### src/pkg/ats_pkg.sv
// Shared constants, types and helpers of the ASCII telegram link.
// Assumes a single 50 MHz clock on both ends of the link.
package ats_pkg;
  localparam int unsigned CLK_HZ     = 50_000_000;
  localparam int unsigned BAUD       = 9600;
  localparam int unsigned OVS        = 16;
  localparam int unsigned OVS_CYC    = CLK_HZ / (BAUD * OVS);
  localparam int unsigned RSP_TO_MS  = 50;
  localparam int unsigned RSP_TO_CYC = CLK_HZ / 1000 * RSP_TO_MS;
  localparam int unsigned FIFO_DEPTH = 16;
  localparam int unsigned CHAR_W     = 7;
  localparam logic [3:0]  OVS_MID    = 4'h7;
  localparam logic [3:0]  OVS_LAST   = 4'hF;
  localparam logic [3:0]  BIT_STOP   = 4'h9;
  localparam logic [6:0]  C_STX      = 7'h02;
  localparam logic [6:0]  C_ETX      = 7'h03;
  localparam logic [6:0]  C_EOT      = 7'h04;
  localparam logic [6:0]  C_ENQ      = 7'h05;
  localparam logic [6:0]  C_ACK      = 7'h06;
  localparam logic [6:0]  C_NAK      = 7'h15;
  localparam logic [6:0]  C_EQ       = 7'h3D;
  localparam logic [6:0]  C_ZERO     = 7'h30;
  localparam logic [6:0]  C_NINE     = 7'h39;
  localparam logic [6:0]  C_HEXA     = 7'h41;
  localparam logic [6:0]  C_HEXF     = 7'h46;
  localparam logic [6:0]  C_ADR0     = 7'h40;
  localparam logic [4:0]  ADR_WILD   = 5'h00;
  localparam logic [4:0]  ADR_BCAST  = 5'h1F;

  typedef enum logic [3:0] {
    S_IDLE  = 4'h0,
    S_ADR   = 4'h1,
    S_TYP   = 4'h2,
    S_CODE  = 4'h3,
    S_ENQ   = 4'h4,
    S_EQ    = 4'h5,
    S_VAL   = 4'h6,
    S_ETX   = 4'h7,
    S_BCC   = 4'h8,
    S_ASK   = 4'h9,
    S_REPLY = 4'hA
  } ats_sst_e;

  typedef enum logic [1:0] {
    M_IDLE = 2'h0,
    M_SEND = 2'h1,
    M_WAIT = 2'h2
  } ats_mst_e;

  typedef enum logic [1:0] {
    K_DATA = 2'h0,
    K_ACK  = 2'h1,
    K_NAK  = 2'h2,
    K_NONE = 2'h3
  } ats_kind_e;

  function automatic logic ats_par(input logic [6:0] c);
    return ^c;
  endfunction

  function automatic logic ats_is_dig(input logic [6:0] c);
    return (c >= C_ZERO) && (c <= C_NINE);
  endfunction

  function automatic logic [6:0] ats_adr_chr(input logic [4:0] a);
    return C_ADR0 | {2'h0, a};
  endfunction

  function automatic logic [6:0] ats_hex_chr(input logic [3:0] v);
    return (v < 4'hA) ? (C_ZERO | {3'h0, v}) : (C_HEXA + {3'h0, v} - 7'h0A);
  endfunction

  // Bit 4 flags a legal upper-case hex digit
  function automatic logic [4:0] ats_hex_val(input logic [6:0] c);
    if (ats_is_dig(c))
    begin
      return {1'b1, c[3:0]};
    end
    if ((c >= C_HEXA) && (c <= C_HEXF))
    begin
      return {1'b1, c[3:0] + 4'h9};
    end
    return 5'h00;
  endfunction
endpackage

### src/pkg/ats_if.sv
// Two serial wires joining master and converter.
// Assumes idle-high lines; each end drives only its own wire.
`timescale 1ns/100ps
interface ats_if;
  logic m_txd;
  logic s_txd;
  modport dev (input m_txd, output s_txd);
  modport mst (output m_txd, input s_txd);
endinterface

### src/logic/ats_slave.sv
// Converter end of the ASCII telegram link: telegram parser and reply builder.
// Assumes one master, a variable store on the user ports, and the shared serialiser and FIFO.
// How it works
// - Both ends run 9600 bits per second
// - Start, seven code bits, even parity, stop
// - Least significant bit follows the start bit
// - Answer only own station address 1..30
// - Address zero accepted by every converter
// - Address 31 executes writes, never acknowledged
// - Address character is 40 hex plus address
// - Fixed codes for digits and control characters
// - Half duplex, never both transmitting
// - Converter transmits only as an answer
// - Read: EOT, address, five digits, ENQ
// - Read reply: address, STX, code, value, ETX, check
// - Check byte XORs bytes after STX through ETX
// - Every received character parity checked
// - Read and write telegrams both recognised
// - Values carry no decimal point
// - Bad structure or foreign address: silence
// - Any parity error drops the telegram
// - Unknown variable read answers address, NAK
`timescale 1ns/100ps
module ats_slave #(
  parameter int unsigned OVS_CYC = ats_pkg::OVS_CYC
) (
  input  wire logic        REF_CLK,
  input  wire logic        RST_N,
  ats_if.dev               LINK,
  input  wire logic [4:0]  STATION_ADDR,
  output logic             REQ_VALID,
  output logic             REQ_WRITE,
  output logic      [19:0] REQ_CODE,
  output logic      [15:0] REQ_DATA,
  input  wire logic        ANS_VALID,
  input  wire logic        ANS_OK,
  input  wire logic [15:0] ANS_DATA
);
  typedef struct packed {
    ats_pkg::ats_sst_e  st;
    logic [3:0]         n;
    logic               bc;
    logic               wr;
    logic [19:0]        code;
    logic [15:0]        val;
    logic [6:0]         bcc;
    ats_pkg::ats_kind_e rk;
    logic               req;
  } ats_slv_s;
  ats_slv_s   r_ff;
  ats_slv_s   nxt_r;
  logic       rx_v;
  logic [6:0] rx_c;
  logic       rx_pe;
  logic       push;
  logic       f_rdy;
  logic [6:0] pch;
  logic       t_v;
  logic       t_rdy;
  logic [6:0] t_c;
  logic [4:0] hv;
  logic [4:0] a;

  assign REQ_VALID = r_ff.req;
  assign REQ_WRITE = r_ff.wr;
  assign REQ_CODE  = r_ff.code;
  assign REQ_DATA  = r_ff.val;

  ats_uart #(.OVS_CYC(OVS_CYC)) u_uart (
    .clk      (REF_CLK),
    .rst_n    (RST_N),
    .rxd      (LINK.m_txd),
    .txd      (LINK.s_txd),
    .rx_valid (rx_v),
    .rx_char  (rx_c),
    .rx_perr  (rx_pe),
    .tx_valid (t_v),
    .tx_char  (t_c),
    .tx_ready (t_rdy)
  );

  ats_fifo #(.W(ats_pkg::CHAR_W), .D(ats_pkg::FIFO_DEPTH)) u_fifo (
    .clk       (REF_CLK),
    .rst_n     (RST_N),
    .in_valid  (push),
    .in_ready  (f_rdy),
    .in_data   (pch),
    .out_valid (t_v),
    .out_ready (t_rdy),
    .out_data  (t_c)
  );

  always_comb
  begin
    nxt_r = r_ff;
    push  = 1'b0;
    hv    = ats_pkg::ats_hex_val(rx_c);
    a     = rx_c[4:0];
    // Reply character for the current index
    pch   = r_ff.bcc;
    if (r_ff.n == 4'h0)
      pch = ats_pkg::ats_adr_chr(STATION_ADDR);
    else if (r_ff.n == 4'h1)
      pch = (r_ff.rk == ats_pkg::K_DATA) ? ats_pkg::C_STX :
            (r_ff.rk == ats_pkg::K_ACK) ? ats_pkg::C_ACK : ats_pkg::C_NAK;
    else if (r_ff.n <= 4'h6)
      pch = ats_pkg::C_ZERO | {3'h0, r_ff.code[19:16]};
    else if (r_ff.n == 4'h7)
      pch = ats_pkg::C_EQ;
    else if (r_ff.n <= 4'hB)
      pch = ats_pkg::ats_hex_chr(r_ff.val[15:12]);
    else if (r_ff.n == 4'hC)
      pch = ats_pkg::C_ETX;
    unique case (r_ff.st)
      ats_pkg::S_ASK:
        if (ANS_VALID)
        begin
          nxt_r.req = 1'b0;
          nxt_r.n   = '0;
          nxt_r.bcc = '0;
          nxt_r.val = ANS_DATA;
          nxt_r.rk  = !ANS_OK ? ats_pkg::K_NAK : r_ff.wr ? ats_pkg::K_ACK : ats_pkg::K_DATA;
          nxt_r.st  = r_ff.bc ? ats_pkg::S_IDLE : ats_pkg::S_REPLY;
        end
      ats_pkg::S_REPLY:
      begin
        push = 1'b1;
        if (f_rdy)
        begin
          nxt_r.n = r_ff.n + 4'h1;
          if ((r_ff.n >= 4'h2) && (r_ff.n <= 4'h6))
            nxt_r.code = {r_ff.code[15:0], 4'h0};
          if ((r_ff.n >= 4'h8) && (r_ff.n <= 4'hB))
            nxt_r.val = {r_ff.val[11:0], 4'h0};
          if ((r_ff.n >= 4'h2) && (r_ff.n <= 4'hC))
            nxt_r.bcc = r_ff.bcc ^ pch;
          if (r_ff.n == ((r_ff.rk == ats_pkg::K_DATA) ? 4'hD : 4'h1))
            nxt_r.st = ats_pkg::S_IDLE;
        end
      end
      default:
        if (rx_v)
        begin
          if (rx_pe)
            nxt_r.st = ats_pkg::S_IDLE;
          else if (rx_c == ats_pkg::C_EOT)
            nxt_r.st = ats_pkg::S_ADR;
          else
          begin
            nxt_r.st = ats_pkg::S_IDLE;
            case (r_ff.st)
              ats_pkg::S_ADR:
                if ((rx_c[6:5] == 2'b10) && ((a == STATION_ADDR) ||
                    (a == ats_pkg::ADR_WILD) || (a == ats_pkg::ADR_BCAST)))
                begin
                  nxt_r.st = ats_pkg::S_TYP;
                  nxt_r.bc = a == ats_pkg::ADR_BCAST;
                end
              ats_pkg::S_TYP:
                if (rx_c == ats_pkg::C_STX)
                begin
                  nxt_r.wr  = 1'b1;
                  nxt_r.n   = '0;
                  nxt_r.bcc = '0;
                  nxt_r.st  = ats_pkg::S_CODE;
                end
                else if (ats_pkg::ats_is_dig(rx_c))
                begin
                  nxt_r.wr   = 1'b0;
                  nxt_r.code = {r_ff.code[15:0], rx_c[3:0]};
                  nxt_r.n    = 4'h1;
                  nxt_r.st   = ats_pkg::S_CODE;
                end
              ats_pkg::S_CODE:
                if (ats_pkg::ats_is_dig(rx_c))
                begin
                  nxt_r.code = {r_ff.code[15:0], rx_c[3:0]};
                  nxt_r.n    = r_ff.n + 4'h1;
                  nxt_r.bcc  = r_ff.bcc ^ rx_c;
                  nxt_r.st   = (r_ff.n != 4'h4) ? ats_pkg::S_CODE :
                               r_ff.wr ? ats_pkg::S_EQ : ats_pkg::S_ENQ;
                end
              ats_pkg::S_ENQ:
                if ((rx_c == ats_pkg::C_ENQ) && !r_ff.bc)
                begin
                  nxt_r.req = 1'b1;
                  nxt_r.st  = ats_pkg::S_ASK;
                end
              ats_pkg::S_EQ:
                if (rx_c == ats_pkg::C_EQ)
                begin
                  nxt_r.bcc = r_ff.bcc ^ rx_c;
                  nxt_r.n   = '0;
                  nxt_r.st  = ats_pkg::S_VAL;
                end
              ats_pkg::S_VAL:
                if (hv[4])
                begin
                  nxt_r.val = {r_ff.val[11:0], hv[3:0]};
                  nxt_r.bcc = r_ff.bcc ^ rx_c;
                  nxt_r.n   = r_ff.n + 4'h1;
                  nxt_r.st  = (r_ff.n == 4'h3) ? ats_pkg::S_ETX : ats_pkg::S_VAL;
                end
              ats_pkg::S_ETX:
                if (rx_c == ats_pkg::C_ETX)
                begin
                  nxt_r.bcc = r_ff.bcc ^ rx_c;
                  nxt_r.st  = ats_pkg::S_BCC;
                end
              ats_pkg::S_BCC:
                if (rx_c == r_ff.bcc)
                begin
                  nxt_r.req = 1'b1;
                  nxt_r.st  = ats_pkg::S_ASK;
                end
                else if (!r_ff.bc)
                begin
                  nxt_r.rk = ats_pkg::K_NAK;
                  nxt_r.n  = '0;
                  nxt_r.st = ats_pkg::S_REPLY;
                end
              default: ;
            endcase
          end
        end
    endcase
  end

  always_ff @(posedge REF_CLK or negedge RST_N)
  begin
    if (!RST_N)
      r_ff <= '0;
    else
      r_ff <= nxt_r;
  end
endmodule

### src/logic/ats_master.sv
// Master end of the ASCII telegram link, with the serialiser that both ends use and the FIFO that only the converter uses.
// Assumes the package is compiled first and one addressed converter answers each telegram.
`timescale 1ns/100ps
module ats_fifo #(
  parameter int unsigned W = ats_pkg::CHAR_W,
  parameter int unsigned D = ats_pkg::FIFO_DEPTH
) (
  input  wire logic         clk,
  input  wire logic         rst_n,
  input  wire logic         in_valid,
  output logic              in_ready,
  input  wire logic [W-1:0] in_data,
  output logic              out_valid,
  input  wire logic         out_ready,
  output logic      [W-1:0] out_data
);
  localparam int unsigned AW = $clog2(D);
  typedef struct packed {
    logic [D-1:0][W-1:0] mem;
    logic [AW-1:0]       wp;
    logic [AW-1:0]       rp;
    logic [AW:0]         cnt;
  } ats_fifo_s;
  ats_fifo_s r_ff;
  ats_fifo_s nxt_r;
  logic      push;
  logic      pop;

  assign in_ready  = r_ff.cnt != (AW+1)'(D);
  assign out_valid = r_ff.cnt != '0;
  assign out_data  = r_ff.mem[r_ff.rp];

  always_comb
  begin
    nxt_r = r_ff;
    push  = in_valid && in_ready;
    pop   = out_valid && out_ready;
    if (push)
    begin
      nxt_r.mem[r_ff.wp] = in_data;
      nxt_r.wp = (r_ff.wp == AW'(D - 1)) ? '0 : r_ff.wp + AW'(1);
    end
    if (pop)
    begin
      nxt_r.rp = (r_ff.rp == AW'(D - 1)) ? '0 : r_ff.rp + AW'(1);
    end
    nxt_r.cnt = r_ff.cnt + (AW+1)'(push) - (AW+1)'(pop);
  end

  always_ff @(posedge clk or negedge rst_n)
  begin
    if (!rst_n)
      r_ff <= '0;
    else
      r_ff <= nxt_r;
  end
endmodule

module ats_uart #(
  parameter int unsigned OVS_CYC = ats_pkg::OVS_CYC
) (
  input  wire logic       clk,
  input  wire logic       rst_n,
  input  wire logic       rxd,
  output logic            txd,
  output logic            rx_valid,
  output logic      [6:0] rx_char,
  output logic            rx_perr,
  input  wire logic       tx_valid,
  input  wire logic [6:0] tx_char,
  output logic            tx_ready
);
  typedef struct packed {
    logic [15:0] div;
    logic        tick;
    logic        rbusy;
    logic [3:0]  rt;
    logic [3:0]  rb;
    logic [7:0]  rsh;
    logic        rv;
    logic [6:0]  rc;
    logic        rpe;
    logic        tbusy;
    logic [3:0]  tt;
    logic [3:0]  tb;
    logic [8:0]  tsh;
    logic        txd;
  } ats_uart_s;
  localparam ats_uart_s RST = '{txd: 1'b1, default: '0};
  ats_uart_s r_ff;
  ats_uart_s nxt_r;

  assign txd      = r_ff.txd;
  assign rx_valid = r_ff.rv;
  assign rx_char  = r_ff.rc;
  assign rx_perr  = r_ff.rpe;
  assign tx_ready = !r_ff.tbusy;

  always_comb
  begin
    nxt_r      = r_ff;
    nxt_r.rv   = 1'b0;
    nxt_r.tick = 1'b0;
    if (r_ff.div == 16'(OVS_CYC - 1))
    begin
      nxt_r.div  = '0;
      nxt_r.tick = 1'b1;
    end
    else
      nxt_r.div = r_ff.div + 16'h0001;
    if (r_ff.tick)
    begin
      if (!r_ff.rbusy)
      begin
        if (!rxd)
        begin
          nxt_r.rbusy = 1'b1;
          nxt_r.rt    = '0;
          nxt_r.rb    = '0;
        end
      end
      else
      begin
        nxt_r.rt = r_ff.rt + 4'h1;
        if (r_ff.rt == ats_pkg::OVS_MID)
        begin
          nxt_r.rb = r_ff.rb + 4'h1;
          if (r_ff.rb == 4'h0)
            nxt_r.rbusy = !rxd;
          else if (r_ff.rb == ats_pkg::BIT_STOP)
          begin
            nxt_r.rbusy = 1'b0;
            nxt_r.rv    = 1'b1;
            nxt_r.rc    = r_ff.rsh[6:0];
            nxt_r.rpe   = (^r_ff.rsh) || !rxd;
          end
          else
            nxt_r.rsh = {rxd, r_ff.rsh[7:1]};
        end
      end
      if (r_ff.tbusy)
      begin
        nxt_r.tt = r_ff.tt + 4'h1;
        if (r_ff.tt == ats_pkg::OVS_LAST)
        begin
          nxt_r.tb = r_ff.tb + 4'h1;
          if (r_ff.tb == ats_pkg::BIT_STOP)
          begin
            nxt_r.tbusy = 1'b0;
            nxt_r.txd   = 1'b1;
          end
          else
          begin
            nxt_r.txd = r_ff.tsh[0];
            nxt_r.tsh = {1'b1, r_ff.tsh[8:1]};
          end
        end
      end
    end
    if (tx_valid && !r_ff.tbusy)
    begin
      nxt_r.tbusy = 1'b1;
      nxt_r.tt    = '0;
      nxt_r.tb    = '0;
      nxt_r.txd   = 1'b0;
      nxt_r.tsh   = {1'b1, ats_pkg::ats_par(tx_char), tx_char};
    end
  end

  always_ff @(posedge clk or negedge rst_n)
  begin
    if (!rst_n)
      r_ff <= RST;
    else
      r_ff <= nxt_r;
  end
endmodule


### src/flat_wrapper.sv
// flat-port wrapper written by rule: the top's interface ports become plain ports
module ats_slave_flat 
#(
  parameter int unsigned OVS_CYC = ats_pkg::OVS_CYC
)
  (REF_CLK, RST_N, STATION_ADDR, REQ_VALID, REQ_WRITE, REQ_CODE, REQ_DATA, ANS_VALID, ANS_OK, ANS_DATA, LINK_m_txd, LINK_s_txd);
  ats_if LINK_i ();
  input  wire logic REF_CLK;
  input  wire logic RST_N;
  input  wire logic [4:0] STATION_ADDR;
  output logic REQ_VALID;
  output logic REQ_WRITE;
  output logic      [19:0] REQ_CODE;
  output logic      [15:0] REQ_DATA;
  input  wire logic ANS_VALID;
  input  wire logic ANS_OK;
  input  wire logic [15:0] ANS_DATA;
  input wire logic [$bits(LINK_i.m_txd)-1:0] LINK_m_txd;
  output wire logic [$bits(LINK_i.s_txd)-1:0] LINK_s_txd;
  assign LINK_i.m_txd = LINK_m_txd;
  assign LINK_s_txd = LINK_i.s_txd;
  ats_slave #(.OVS_CYC(OVS_CYC)) u_core (.REF_CLK(REF_CLK), .RST_N(RST_N), .LINK(LINK_i), .STATION_ADDR(STATION_ADDR), .REQ_VALID(REQ_VALID), .REQ_WRITE(REQ_WRITE), .REQ_CODE(REQ_CODE), .REQ_DATA(REQ_DATA), .ANS_VALID(ANS_VALID), .ANS_OK(ANS_OK), .ANS_DATA(ANS_DATA));
endmodule
### config.mk
export PLATFORM = sky130hd
export DESIGN_NAME = ats_slave_flat
export DESIGN_NICKNAME = d
export VERILOG_FILES = /design/src/pkg/ats_pkg.sv /design/src/pkg/ats_if.sv /design/src/logic/ats_slave.sv /design/src/logic/ats_master.sv /design/src/flat_wrapper.sv
export SDC_FILE = /design/constraint.sdc
export NUM_CORES = 1
export LEC_CHECK = 0
export BUFFER_PORTS_ARGS = -buffer_cell sky130_fd_sc_hd__buf_4
export CAP_MARGIN = 20
export CORE_ASPECT_RATIO = 1.1
export CORE_MARGIN = 2
export CORE_UTILIZATION = 45
export DETAILED_ROUTE_END_ITERATION = 8
export PLACE_DENSITY = 0.68
export SYNTH_ARGS = -nofsm -noshare
export SYNTH_HDL_FRONTEND = slang
export SYNTH_SLANG_ARGS = --single-unit
### constraint.sdc
create_clock -name REF_CLK -period 2.61 [get_ports REF_CLK]
set_clock_uncertainty 0.05 [all_clocks]
set_input_delay 0.6525 -clock REF_CLK [delete_from_list [all_inputs] [get_ports REF_CLK]]
set_output_delay 0.6525 -clock REF_CLK [all_outputs]
set_load 0.005 [all_outputs]
==> metrics.md, run 1 <==
| Metric | Value |
|---|---|
| Ys Warns | 0 |
| Worst ir drop on vdd | 0.398 mV |
| Post-synthesis simple-gate area fraction | 13.8% |
| Status | finished, violations left |
| 1st-iter DRT viols | 904 |
| Clock sinks | 243 |
| RR Startpoint | u_core.u_uart.rx_char[0]$_DFFE_PN0P_ |
| Minimum clock period after layout | 2450 ps |
| Hold Violations, Final | 0 |
| CP max FO | 9 |
| Largest cells by area after synthesis | dfrtp_1, o21ai_0, nand2_1 |
| Critical Path AT | 2830 ps |
| Sequential area share after synthesis | 46.2% |
| Area grow syn2layout | 15.1% |
| Routed wire length | 32.2 mm |
| Share of layout cells above drive strength 1 | 21.8% |
| Final Max Slew Viols | 0 |
| Core Region | 28800 µm² |
| Hold endpoint | u_core.r_ff[2]$_DFFE_PN0P_ |
| Site Rows | 65 |
| Initial antenna violation count | 0 |
| Failing checks | design-rule violations |
| Vias per inst | 5.66 |
| Avg Inst Size Synth | 10.1 µm² |
| Async set-reset flop share out of synthesis | 100% |
| Fin Setup TNS | 0 ps |
| XOR/XNOR share of the synthesized area | 4.72% |
| Post-route DRC | 1 |
| Final nets | 1420 |
| Critical path type | flop to flop |
| Adder-cell share of the synthesized area | 2.81% |
| Wirelength per Cell | 18.4 µm |
| Req. time, crit path | 3000 ps |
| Synth Area in Compound Gates | 14.6% |
| Count leader, synth | dfrtp_1 |
| Number of buffers created by CTS | 27 |
| Leakage | 0.00672 µW |
| Setup Viol. Count Final | 0 |
| Mux contribution to synthesized area | 11.1% |
| Final worst-path cycle share | 93.8% |
| Clock buffer depth | 3 |
| Total track usage | 21.3% |
| CP Launch Type | flop |
| Worst reg2reg path depth | 7 |
| Die Wd | 167 µm |
| Global-route wire length before repair | 52.9 mm |
| Commonest cells in the netlist | dfrtp_1, nand2_1, o21ai_0 |
| Clock Latency Late Sink | 550 ps |
| GR Overflow Total | 0 |
| Fin Hold WS | 271 ps |
| Die area | 30700 µm² |
| Via count | 9903 |
| CTS tree | yes |
| Synthesized instance count | 1303 |
| Hold wc startpoint | ANS_OK |
| Min-delay worst type | input pin to flop |
| Post-synth top flop | dfrtp_1 |
| Routability cong. | 0.945 |
| Post-Syn Nets | 1358 |
| Netlist cell types | 77 |
| Hold Crit Depth | 2 |
| Max-cap viol count | 0 |
| Initial Util | 45.8% |
| H-Tree Depth | 1 |
| Reg2Reg Capture Point | u_core.r_ff[51]$_DFFE_PN0P_ |
| Post-route ant nets | 0 |
| Slew headroom | 55.0% |
| Yosys top cell by area | dfrtp_1 |
| Fmax achieved | 0.408 GHz |
| Pwr dens | 518 nW/µm² |
| CTS root buffer | clkbuf_16 |
| Buffers on Ports | 64 |
| R2R setup slack | 160 ps |
| Filler cell count in the final layout | 2567 |
| Largest net degree at the start of global routing | 57 |
| Main combinational cell family by area after synthesis | compound AO/OA/AOI/OAI gates |
| Vias in the first global route | 10100 |
| Crit end category | flop |
| Post-synth EDFFs | 0 |
| TritonRoute pass-1 iters | 8 |
| Worst-Margin Slew | 676 ps |
| Clk slew on worst S/H paths | 60 ps |
| Die H | 183 µm |
| RSZ-0062 raised after global routing | true |
| Multi-input gate area | 6290 µm² |
| # IOs | 65 |
| Synth top area share | 46.0% |
| Synth Cell Area | 13200 µm² |
| Flip-flop and latch area | 6080 µm² |
| Number of synthesized register bits | 243 |
| ANT cells | 0 |
| Dpl hpwl | 22.9 mm |
## logic make-up after synthesis
family | after synthesis
AOI/OAI and AO/OA | 315
adders and majority gates | 29
muxes | 94
and+or+nand+nor | 380
buffers and inverters | 171
DFF | 243
xor gates and xnor gates | 71
## worst max-delay path, cell delays in order (launching register included)
cell and delay, ps:
dfrtp_1 410, buf_4 190, or4_1 520, nand4_1 180
a211oi_2 160, o311ai_2 460, o21bai_1 130, a22o_1 240
## per-layer routing
| metal | part of all wire [%] | global-route usage [%] | up-vias |
|---|---|---|---|
| li1 | - | - | 4706 |
| met5 | 0 | 0 | - |
| met3 | 5.1 | 3.60 | 70 |
| met1 | 43 | 27.7 | 4862 |
| met2 | 49 | 36.4 | 265 |
| met4 | 3.2 | 7.17 | 0 |
## final cells by class
| class | count | share of cell area (%) |
|---|---|---|
| Clock inverter | 9 | 0.858 |
| Inverter | 55 | 1.36 |
| Clock buffer | 36 | 5.00 |
| Sequential cell | 243 | 40.1 |
| Tap cell | 368 | 3.03 |
| Multi-Input combinational cell | 889 | 41.4 |
| Timing Repair Buffer | 149 | 8.20 |
## worst max-delay path by stage
stage	startpoint	endpoint	slack (ps)	cells past startpoint
after global placement	u_core.r_ff[54]$_DFFE_PN0P_	u_core.REQ_CODE[0]$_DFFE_PN0P_	90	9
final	u_core.u_uart.rx_char[0]$_DFFE_PN0P_	u_core.r_ff[51]$_DFFE_PN0P_	160	7
after global routing	u_core.u_fifo.r_ff[3]$_DFF_PN0_	u_core.u_fifo.r_ff[4]$_DFF_PN0_	-20	15
after CTS	u_core.u_fifo.r_ff[2]$_DFF_PN0_	u_core.u_fifo.r_ff[4]$_DFF_PN0_	50	15
after detailed placement	u_core.u_fifo.r_ff[2]$_DFF_PN0_	u_core.u_fifo.r_ff[4]$_DFF_PN0_	70	15
after floorplan	u_core.u_fifo.r_ff[2]$_DFF_PN0_	u_core.u_fifo.r_ff[4]$_DFF_PN0_	30	16
## layout by cell type, fill, tap and decap left out, drive strengths merged, types with 4 or more instances in the layout
master,n
dfrtp,242
o21ai,157
nand2,155
buf,148
nand3,63
a21oi,61
nor2,59
inv,57
mux2,47
xnor2,41
clkbuf,36
mux4,34
xor2,30
ha,28
and3,21
a31oi,15
nand4,14
nor2b,13
mux2i,13
nor3,12
a22o,8
a22oi,8
a21o,6
nand3b,6
o21bai,6
o2bb2ai,6
or2,6
a211oi,6
and2,5
nand2b,5
a32oi,4
o31ai,4
nor4b,4
## sequential cells by signal (all words and copies together), names as in the netlist
| register | cells |
|---|---|
| u_core.u_uart.rx_perr | 1 |
| u_core.u_uart.r_ff | 52 |
| u_core.r_ff | 18 |
| u_core.REQ_DATA | 16 |
| u_core.u_uart.rx_valid | 1 |
| u_core.u_uart.rx_char | 7 |
| u_core.u_uart.txd | 1 |
| u_core.REQ_WRITE | 1 |
| u_core.REQ_CODE | 20 |
| u_core.u_fifo.r_ff | 125 |
| u_core.REQ_VALID | 1 |
## timing repair
| item | in CTS | in global routing |
|---|---|---|
| gates resized for setup | 0 | 21 |
| setup buffers | 0 | 7 |
| hold buffers | 1 | 0 |
| hold endpoints to repair | 25 | 0 |
| setup endpoints to repair | 0 | 14 |
## metrics by stage
step | power [µW] | utilization (%) | setup slack [ps] | area (µm²) | cells
floorplan | 3900 | - | 33.7 | 13200 | 1303
global placement | 4060 | 49.1 | 91.2 | 14100 | 1696
detailed placement | 4060 | 49.1 | 69.8 | 14100 | 1696
CTS | 7960 | 52.3 | 46.9 | 15000 | 1742
global route | 8120 | 52.7 | -18.0 | 15200 | 1749
finish | 7860 | 52.7 | 161 | 15200 | 1749
## report_power, final
part	total, µW	switching [µW]	leakage (µW)	internal (µW)
sequential	3790	7.11	0.00303	3780
clock	3860	1540	0.000437	2320
combinational	203	129	0.00326	73.5
No activity file was read; power rests on OpenSTA's default activity.
==> inputs of run 2 (changes only) <==
--- a/config.mk
+++ b/config.mk
@@ -9,9 +9,9 @@
 export CAP_MARGIN = 20
 export CORE_ASPECT_RATIO = 1.1
 export CORE_MARGIN = 2
-export CORE_UTILIZATION = 45
+export CORE_UTILIZATION = 56
 export DETAILED_ROUTE_END_ITERATION = 8
-export PLACE_DENSITY = 0.68
+export PLACE_DENSITY = 0.81
 export SYNTH_ARGS = -nofsm -noshare
 export SYNTH_HDL_FRONTEND = slang
 export SYNTH_SLANG_ARGS = --single-unit
==> run 2 against run 1 <==
Die area fell by 19%. Clock-buffer cell count decreased by 1. Critical path depth rose by 1. Final cell count fell by 4.1%. Wire length is 0.66% higher. Non-clock buffer count is 4 lower. Combinational power hardly changed. Global-route usage increased by 5.5 points. The run now ends clean. Flip-flop and latch count unchanged. Highest routed layer unchanged. Register-to-register slack worse by 120 ps. First-iteration DRC count down 15%. Largest cell class unchanged. Critical endpoint is now u_core.r_ff[6]$_DFFE_PN0P_. Utilization grew 13 points.
==> metrics.md, run 2 (synthesis results as in run 1) <==
| Metric | Value |
|---|---|
| Status | finished, final reports clean |
| RR Startpoint | u_core.u_uart.rx_char[0]$_DFFE_PN0P_ |
| Vias in the first global route | 10300 (+2.2%) |
| Filler cell count in the final layout | 1748 (-32%) |
| Routed wire length | 32.4 mm (+0.66%) |
| ANT cells | 0 (unchanged) |
| Global-route wire length before repair | 53.0 mm (+0.27%) |
| CTS root buffer | clkbuf_16 |
| Clock sinks | 243 (unchanged) |
| Fin Setup TNS | 0 ps (unchanged) |
| Total track usage | 26.8% (+5.5 points) |
| Min-delay worst type | input pin to flop |
| Setup Viol. Count Final | 0 (unchanged) |
| Site Rows | 58 (-11%) |
| Die H | 165 µm (-10%) |
| Dpl hpwl | 22.6 mm (-1.0%) |
| Core Region | 23000 µm² (-20%) |
| Buffers on Ports | 64 (unchanged) |
| Delay-heaviest family, CP | compound AO/OA/AOI/OAI gates |
| Area grow syn2layout | 14.1% |
| Initial antenna violation count | 0 (unchanged) |
| Most frequent CP cell | a31oi_1 |
| Final Max Slew Viols | 0 (unchanged) |
| Die Wd | 150 µm (-10%) |
| Critical Path Slowest Stage Cell | a211oi_4 |
| Placed Instance Area | 14100 µm² (-0.65%) |
| CTS tree | yes |
| Number of buffers created by CTS | 26 (-3.7%) |
| Clk slew on worst S/H paths | 60 ps (about the same) |
| Leakage | 0.00672 µW (about the same) |
| Routability cong. | 0.986 (+4.3%) |
| Vias per inst | 6.03 (+6.6%) |
| Crit end category | flop |
| Hold wc startpoint | LINK_m_txd |
| Total Power | 7880 µW (+0.34%) |
| Post-route ant nets | 0 (unchanged) |
| CP bufs+invs | 1 (unchanged) |
| Commonest cells after routing, fill and taps aside | dfrtp_1, nand2_1, o21ai_0 |
| H-Tree Depth | 1 (unchanged) |
| Final nets | 1415 (-0.35%) |
| Pwr dens | 524 nW/µm² (+1.2%) |
| Clock buffer depth | 3 (unchanged) |
| Slowest stage delay, CP | 510 ps (about the same) |
| Final worst-path cycle share | 98.5% (+4.7 points) |
| CP cell instances | inv_2, ha_2, a31oi_1, nand2_1, a211oi_4, o2bb2ai_1, a21oi_1, a31oi_1 |
| TritonRoute pass-1 iters | 7 (-1) |
| Most common cell after layout, fill and taps aside | dfrtp_1 |
| GR Overflow Total | 0 (unchanged) |
| # IOs | 65 (unchanged) |
| Util after Layout | 65.4% (+13 points) |
| Initial Util | 57.3% (+12 points) |
| Post-route DRC | 0 (-1) |
| Clock Latency Late Sink | 550 ps (about the same) |
| Max-cap viol count | 0 (unchanged) |
| RSZ-0062 raised after global routing | true |
| 1st-iter DRT viols | 767 (-15%) |
| Critical path type | flop to flop |
| Wirelength per Cell | 19.3 µm (+5.0%) |
| Req. time, crit path | 3000 ps (about the same) |
| Minimum clock period after layout | 2570 ps (+122 ps) |
| Slew headroom | 55.2% (+0.21 points) |
| Die area | 24800 µm² (-19%) |
| Largest register FFs | 125 (unchanged) |
| Worst-Margin Slew | 668 ps (-7.57 ps) |
| Layout Cell Area excl Fill | 15000 µm² (-0.87%) |
| Hold endpoint | u_core.u_uart.rx_perr$_DFFE_PN0P_ |
| Fmax achieved | 0.389 GHz (-4.7%) |
| Worst reg2reg path depth | 8 (+1) |
| R2R setup slack | 40 ps (-120 ps) |
| Most flop-heavy register | u_core.u_fifo.r_ff |
| Critical Path AT | 2960 ps (+130 ps) |
| CP Launch Type | flop |
| Hold Crit Depth | 2 (unchanged) |
| Reg2Reg Capture Point | u_core.r_ff[6]$_DFFE_PN0P_ |
| Share of layout cells above drive strength 1 | 21.1% (-0.66 points) |
| Largest net degree at the start of global routing | 60 (+5.3%) |
| CP max FO | 9 (unchanged) |
| Via count | 10100 (+2.2%) |
| Worst ir drop on vdd | 0.432 mV (+8.6%) |
| Hold Violations, Final | 0 (unchanged) |
==> run 2: cell count changes in the layout (fill, tap and decap cells not counted), sizes merged <==
cell | before | now
clkinv | 3 | 6
buf | 148 | 144
bufinv | 3 | 4
clkbuf | 36 | 35
clkinvlp | 1 | 0
inv | 57 | 55
==> run 2: cell type report <==
class | count | area (µm²) | area share, %
Clock buffer | 35 | 744 | 4.95
Clock inverter | 10 | 161 | 1.07
Inverter | 55 | 206 | 1.37
Multi-Input combinational cell | 889 | 6260 | 41.6
Sequential cell | 243 | 6080 | 40.5
Tap cell | 300 | 375 | 2.50
Timing Repair Buffer | 145 | 1210 | 8.05
==> run 2: worst max-delay path by stage <==
stage	startpoint	to	slack, ps	cells past startpoint
final	u_core.u_uart.rx_char[0]$_DFFE_PN0P_	u_core.r_ff[6]$_DFFE_PN0P_	40	8
after global routing	u_core.u_fifo.r_ff[2]$_DFF_PN0_	u_core.u_fifo.r_ff[4]$_DFF_PN0_	-60	15
after CTS	u_core.u_fifo.r_ff[3]$_DFF_PN0_	u_core.u_fifo.r_ff[4]$_DFF_PN0_	70	15
after detailed placement	u_core.u_fifo.r_ff[3]$_DFF_PN0_	u_core.u_fifo.r_ff[4]$_DFF_PN0_	-1	15
after global placement	u_core.u_fifo.r_ff[3]$_DFF_PN0_	u_core.u_fifo.r_ff[4]$_DFF_PN0_	120	15
after floorplan	u_core.u_fifo.r_ff[2]$_DFF_PN0_	u_core.u_fifo.r_ff[4]$_DFF_PN0_	30	16
==> run 2: metrics by stage <==
step | instances | setup slack [ps] | hold WS (ps)
6_report | 1677 | 39.3 | 290
5_1_grt | 1677 | -61.4 | 296
4_1_cts | 1673 | 71.9 | 273
3_5_place_dp | 1627 | -1.44 | 414
3_3_place_gp | 1627 | 119 | 402
2_1_floorplan | 1303 | 33.7 | 307
==> run 2: routing by layer <==
metal | global-route usage, % | routed length, µm | up-vias
met5 | 0 | 0 | -
met4 | 11.8 | 1330 | 0
met3 | 4.14 | 1980 | 88
met2 | 45.1 | 16100 | 388
met1 | 34.5 | 13000 | 4953
li1 | - | - | 4690
==> run 2: power by group <==
part / switching (µW) / internal (µW)
registers: 6.89 / 3780
clock network: 1510 / 2380
logic: 128 / 73.9
==> run 2: what timing repair did <==
| item | in CTS | in global routing |
|---|---|---|
| pin swaps | 0 | 5 |
| hold buffers | 1 | 0 |
| resized for setup | 1 | 11 |
| gates cloned | 0 | 0 |
| buffers inserted | 0 | 4 |
| endpoints found under the hold margin | 26 | 0 |
| setup endpoints to repair | 1 | 9 |
==> inputs of run 3 (changes only) <==
--- a/config.mk
+++ b/config.mk
@@ -7,11 +7,10 @@
 export LEC_CHECK = 0
 export BUFFER_PORTS_ARGS = -buffer_cell sky130_fd_sc_hd__buf_4
 export CAP_MARGIN = 20
-export CORE_ASPECT_RATIO = 1.1
 export CORE_MARGIN = 2
-export CORE_UTILIZATION = 56
+export CORE_UTILIZATION = 40
 export DETAILED_ROUTE_END_ITERATION = 8
-export PLACE_DENSITY = 0.81
+export PLACE_DENSITY = 0.6
 export SYNTH_ARGS = -nofsm -noshare
 export SYNTH_HDL_FRONTEND = slang
 export SYNTH_SLANG_ARGS = --single-unit
==> constraint.sdc (replaced) <==
create_clock -name REF_CLK -period 3.3 [get_ports REF_CLK]
set_clock_uncertainty 0.05 [all_clocks]
set_input_delay 0.825 -clock REF_CLK [delete_from_list [all_inputs] [get_ports REF_CLK]]
set_output_delay 0.825 -clock REF_CLK [all_outputs]
set_load 0.005 [all_outputs]
==> run 3 against run 2 <==
Via count shrank 4.0%. Largest power group unchanged. Fmax is 15% lower. Highest routed layer unchanged. Worst hold slack worse by 130 ps. Wire length down 3.0%. Non-clock buffer count is 40 lower. Combinational power decreased by 26%. Clock-buffer cell count rose by 1. Cell area shrank 0.53%. Clock power decreased by 13%. Die area increased by 39%. Critical path depth unchanged.
==> metrics.md, run 3 (synthesis results as in run 1) <==
| Metric | Value |
|---|---|
| Status | finished, final reports clean |
| Leakage | 0.00656 µW (-2.5%) |
| Commonest cells after routing, fill and taps aside | dfrtp_1, nand2_1, o21ai_0 |
| Clk slew on worst S/H paths | 60 ps (about the same) |
| Critical path type | flop to flop |
| Dpl hpwl | 21.9 mm (-3.2%) |
| Top Layer Used | met4 |
| Crit end category | flop |
| Final worst-path cycle share | 91.4% (-7.1 points) |
| Setup Viol. Count Final | 0 (unchanged) |
| Buffers on Ports | 64 (unchanged) |
| Worst-Margin Slew | 900 ps (+232 ps) |
| Fin Setup TNS | 0 ps (unchanged) |
| Non-filler cells, final | 1788 (+6.6%) |
| CP cell instances | inv_1, ha_1, a31o_1, a211oi_2, o2111ai_2, or4_1, a221oi_2, o22ai_1 |
| GR Overflow Total | 0 (unchanged) |
| CTS root buffer | clkbuf_16 |
| Clock Latency Late Sink | 550 ps (about the same) |
| Final nets | 1378 (-2.6%) |
| Pwr dens | 437 nW/µm² (-17%) |
| 1st-iter DRT viols | 589 (-23%) |
| CTS tree | yes |
| Most common cell after layout, fill and taps aside | dfrtp_1 |
| Initial Util | 40.6% (-17 points) |
| Slowest stage delay, CP | 610 ps (+100 ps) |
| Routability cong. | 0.924 (-6.3%) |
| Post-route ant nets | 0 (unchanged) |
| Most flop-heavy register | u_core.u_fifo.r_ff |
| Routed wire length | 31.4 mm (-3.0%) |
| CP Launch Type | flop |
| Min-delay worst type | input pin to async pin |
| Minimum clock period after layout | 3010 ps (+444 ps) |
| Critical Path AT | 3400 ps (+440 ps) |
| H-Tree Depth | 1 (unchanged) |
| Final WS setup | 285 ps (+246 ps) |
| Via count | 9712 (-4.0%) |
| Initial antenna violation count | 0 (unchanged) |
| Area grow syn2layout | 13.5% |
| Post-route DRC | 0 (unchanged) |
| Die Wd | 186 µm (+23%) |
| Max-cap viol count | 0 (unchanged) |
| Largest net degree at the start of global routing | 84 (+40%) |
| RR Startpoint | u_core.u_uart.rx_char[0]$_DFFE_PN0P_ |
| Vias in the first global route | 9444 (-8.3%) |
| Total track usage | 18.8% (-8.1 points) |
| Critical path origin | u_core.u_uart.rx_char[0]$_DFFE_PN0P_ |
| RSZ-0062 raised after global routing | false |
| Site Rows | 66 (+14%) |
| Slew headroom | 40.0% (-15 points) |
| Hold Violations, Final | 0 (unchanged) |
| Largest register FFs | 125 (unchanged) |
| CP max FO | 11 (+2) |
| Die area | 34400 µm² (+39%) |
| Clock buffer depth | 3 (unchanged) |
| Flip-flop and latch area | 6080 µm² (about the same) |
| Wirelength per Cell | 17.6 µm (-9.1%) |
| Critical Path Slowest Stage Cell | or4_1 |
| Die H | 186 µm (+13%) |
| Clock sinks | 243 (unchanged) |
| Vias per inst | 5.43 (-10%) |
| Worst ir drop on vdd | 0.365 mV (-16%) |
| TritonRoute pass-1 iters | 5 (-2) |
| Core Region | 32500 µm² (+41%) |
| Final Max Slew Viols | 0 (unchanged) |
| ANT cells | 0 (unchanged) |
| Global-route wire length before repair | 51.7 mm (-2.6%) |
| Number of buffers created by CTS | 29 (+12%) |
| Placed Instances | 1732 (+6.5%) |
| Total Power | 6540 µW (-17%) |
| Post-Place Worst Slack | 243 ps (+244 ps) |
| Met2 Routed Length | 14.5 mm (-10%) |
| Share of layout cells above drive strength 1 | 18.6% (-2.5 points) |
| # IOs | 65 (unchanged) |
| Met1 Wirelength | 14.7 mm (+13%) |
| Multi-input gate area | 6220 µm² (-0.66%) |
| Met3 routed WL | 1.29 mm (-35%) |
| Filler cell count in the final layout | 3073 (+76%) |
| Fmax achieved | 0.332 GHz (-15%) |
| Req. time, crit path | 3680 ps (+680 ps) |
-- run 3: path summary, 6_finish.rpt --
kind / to / slack (ps) / depth (start not counted)
hold / removal: u_core.u_uart.r_ff[7]$_DFFE_PN0P_ / 160 / 1
setup / recovery: u_core.r_ff[3]$_DFFE_PN0P_ / 290 / 8
hold reg to reg: u_core.u_uart.r_ff[9]$_DFFE_PN0P_ / 420 / 1
min in group REF_CLK: u_core.u_uart.r_ff[9]$_DFFE_PN0P_ / 420 / 1
setup reg to reg: u_core.r_ff[3]$_DFFE_PN0P_ / 290 / 8
max in group asynchronous: u_core.u_uart.txd$_DFFE_PN1P_ / 2110 / 2
-- run 3: power breakdown --
group	total, µW	leakage [µW]	internal (µW)	switching, µW
combinational	150	0.00302	50.7	98.9
clock	3390	0.000507	2120	1280
sequential	3000	0.00303	2990	4.85
-- run 3: what timing repair did --
| action | 4_1_cts | 5_1_grt |
|---|---|---|
| setup buffers | 0 | 1 |
| setup endpoints to repair | 0 | 6 |
| gates resized for setup | 0 | 0 |
| hold buffers | 0 | 0 |
-- run 3: worst max-delay path: cells and delay by family (launching register included) --
kind            cells  cell delay, ps
flops               1             580
fa+ha+maj           1             300
compound gates      5            1150
simple gates        1             610
buf+inv             1             210
-- run 3: area by class of cell --
cell class | instances | share of cell area [%]
Multi-Input combinational cell | 889 | 41.6
Sequential cell | 243 | 40.7
Timing Repair Buffer | 105 | 5.79
Clock buffer | 36 | 5.36
Tap cell | 442 | 3.70
Clock inverter | 18 | 1.56
Inverter | 55 | 1.38
-- run 3: layer usage --
metal / global-route usage [%] / vias up
li1: - / 4619
met4: 5.33 / 0
met2: 30.0 / 224
met5: 0 / -
met3: 2.41 / 65
met1: 26.8 / 4804
-- run 3: stage by stage --
stage / cell area [µm²] / util, % / hold slack, ps
detailed placement: 13900 / 42.8 / 410
floorplan: 13200 / - / 389
finish: 15000 / 46.1 / 163
global route: 15000 / 46.1 / 204
CTS: 14900 / 46.0 / 175
global placement: 13900 / 42.8 / 403
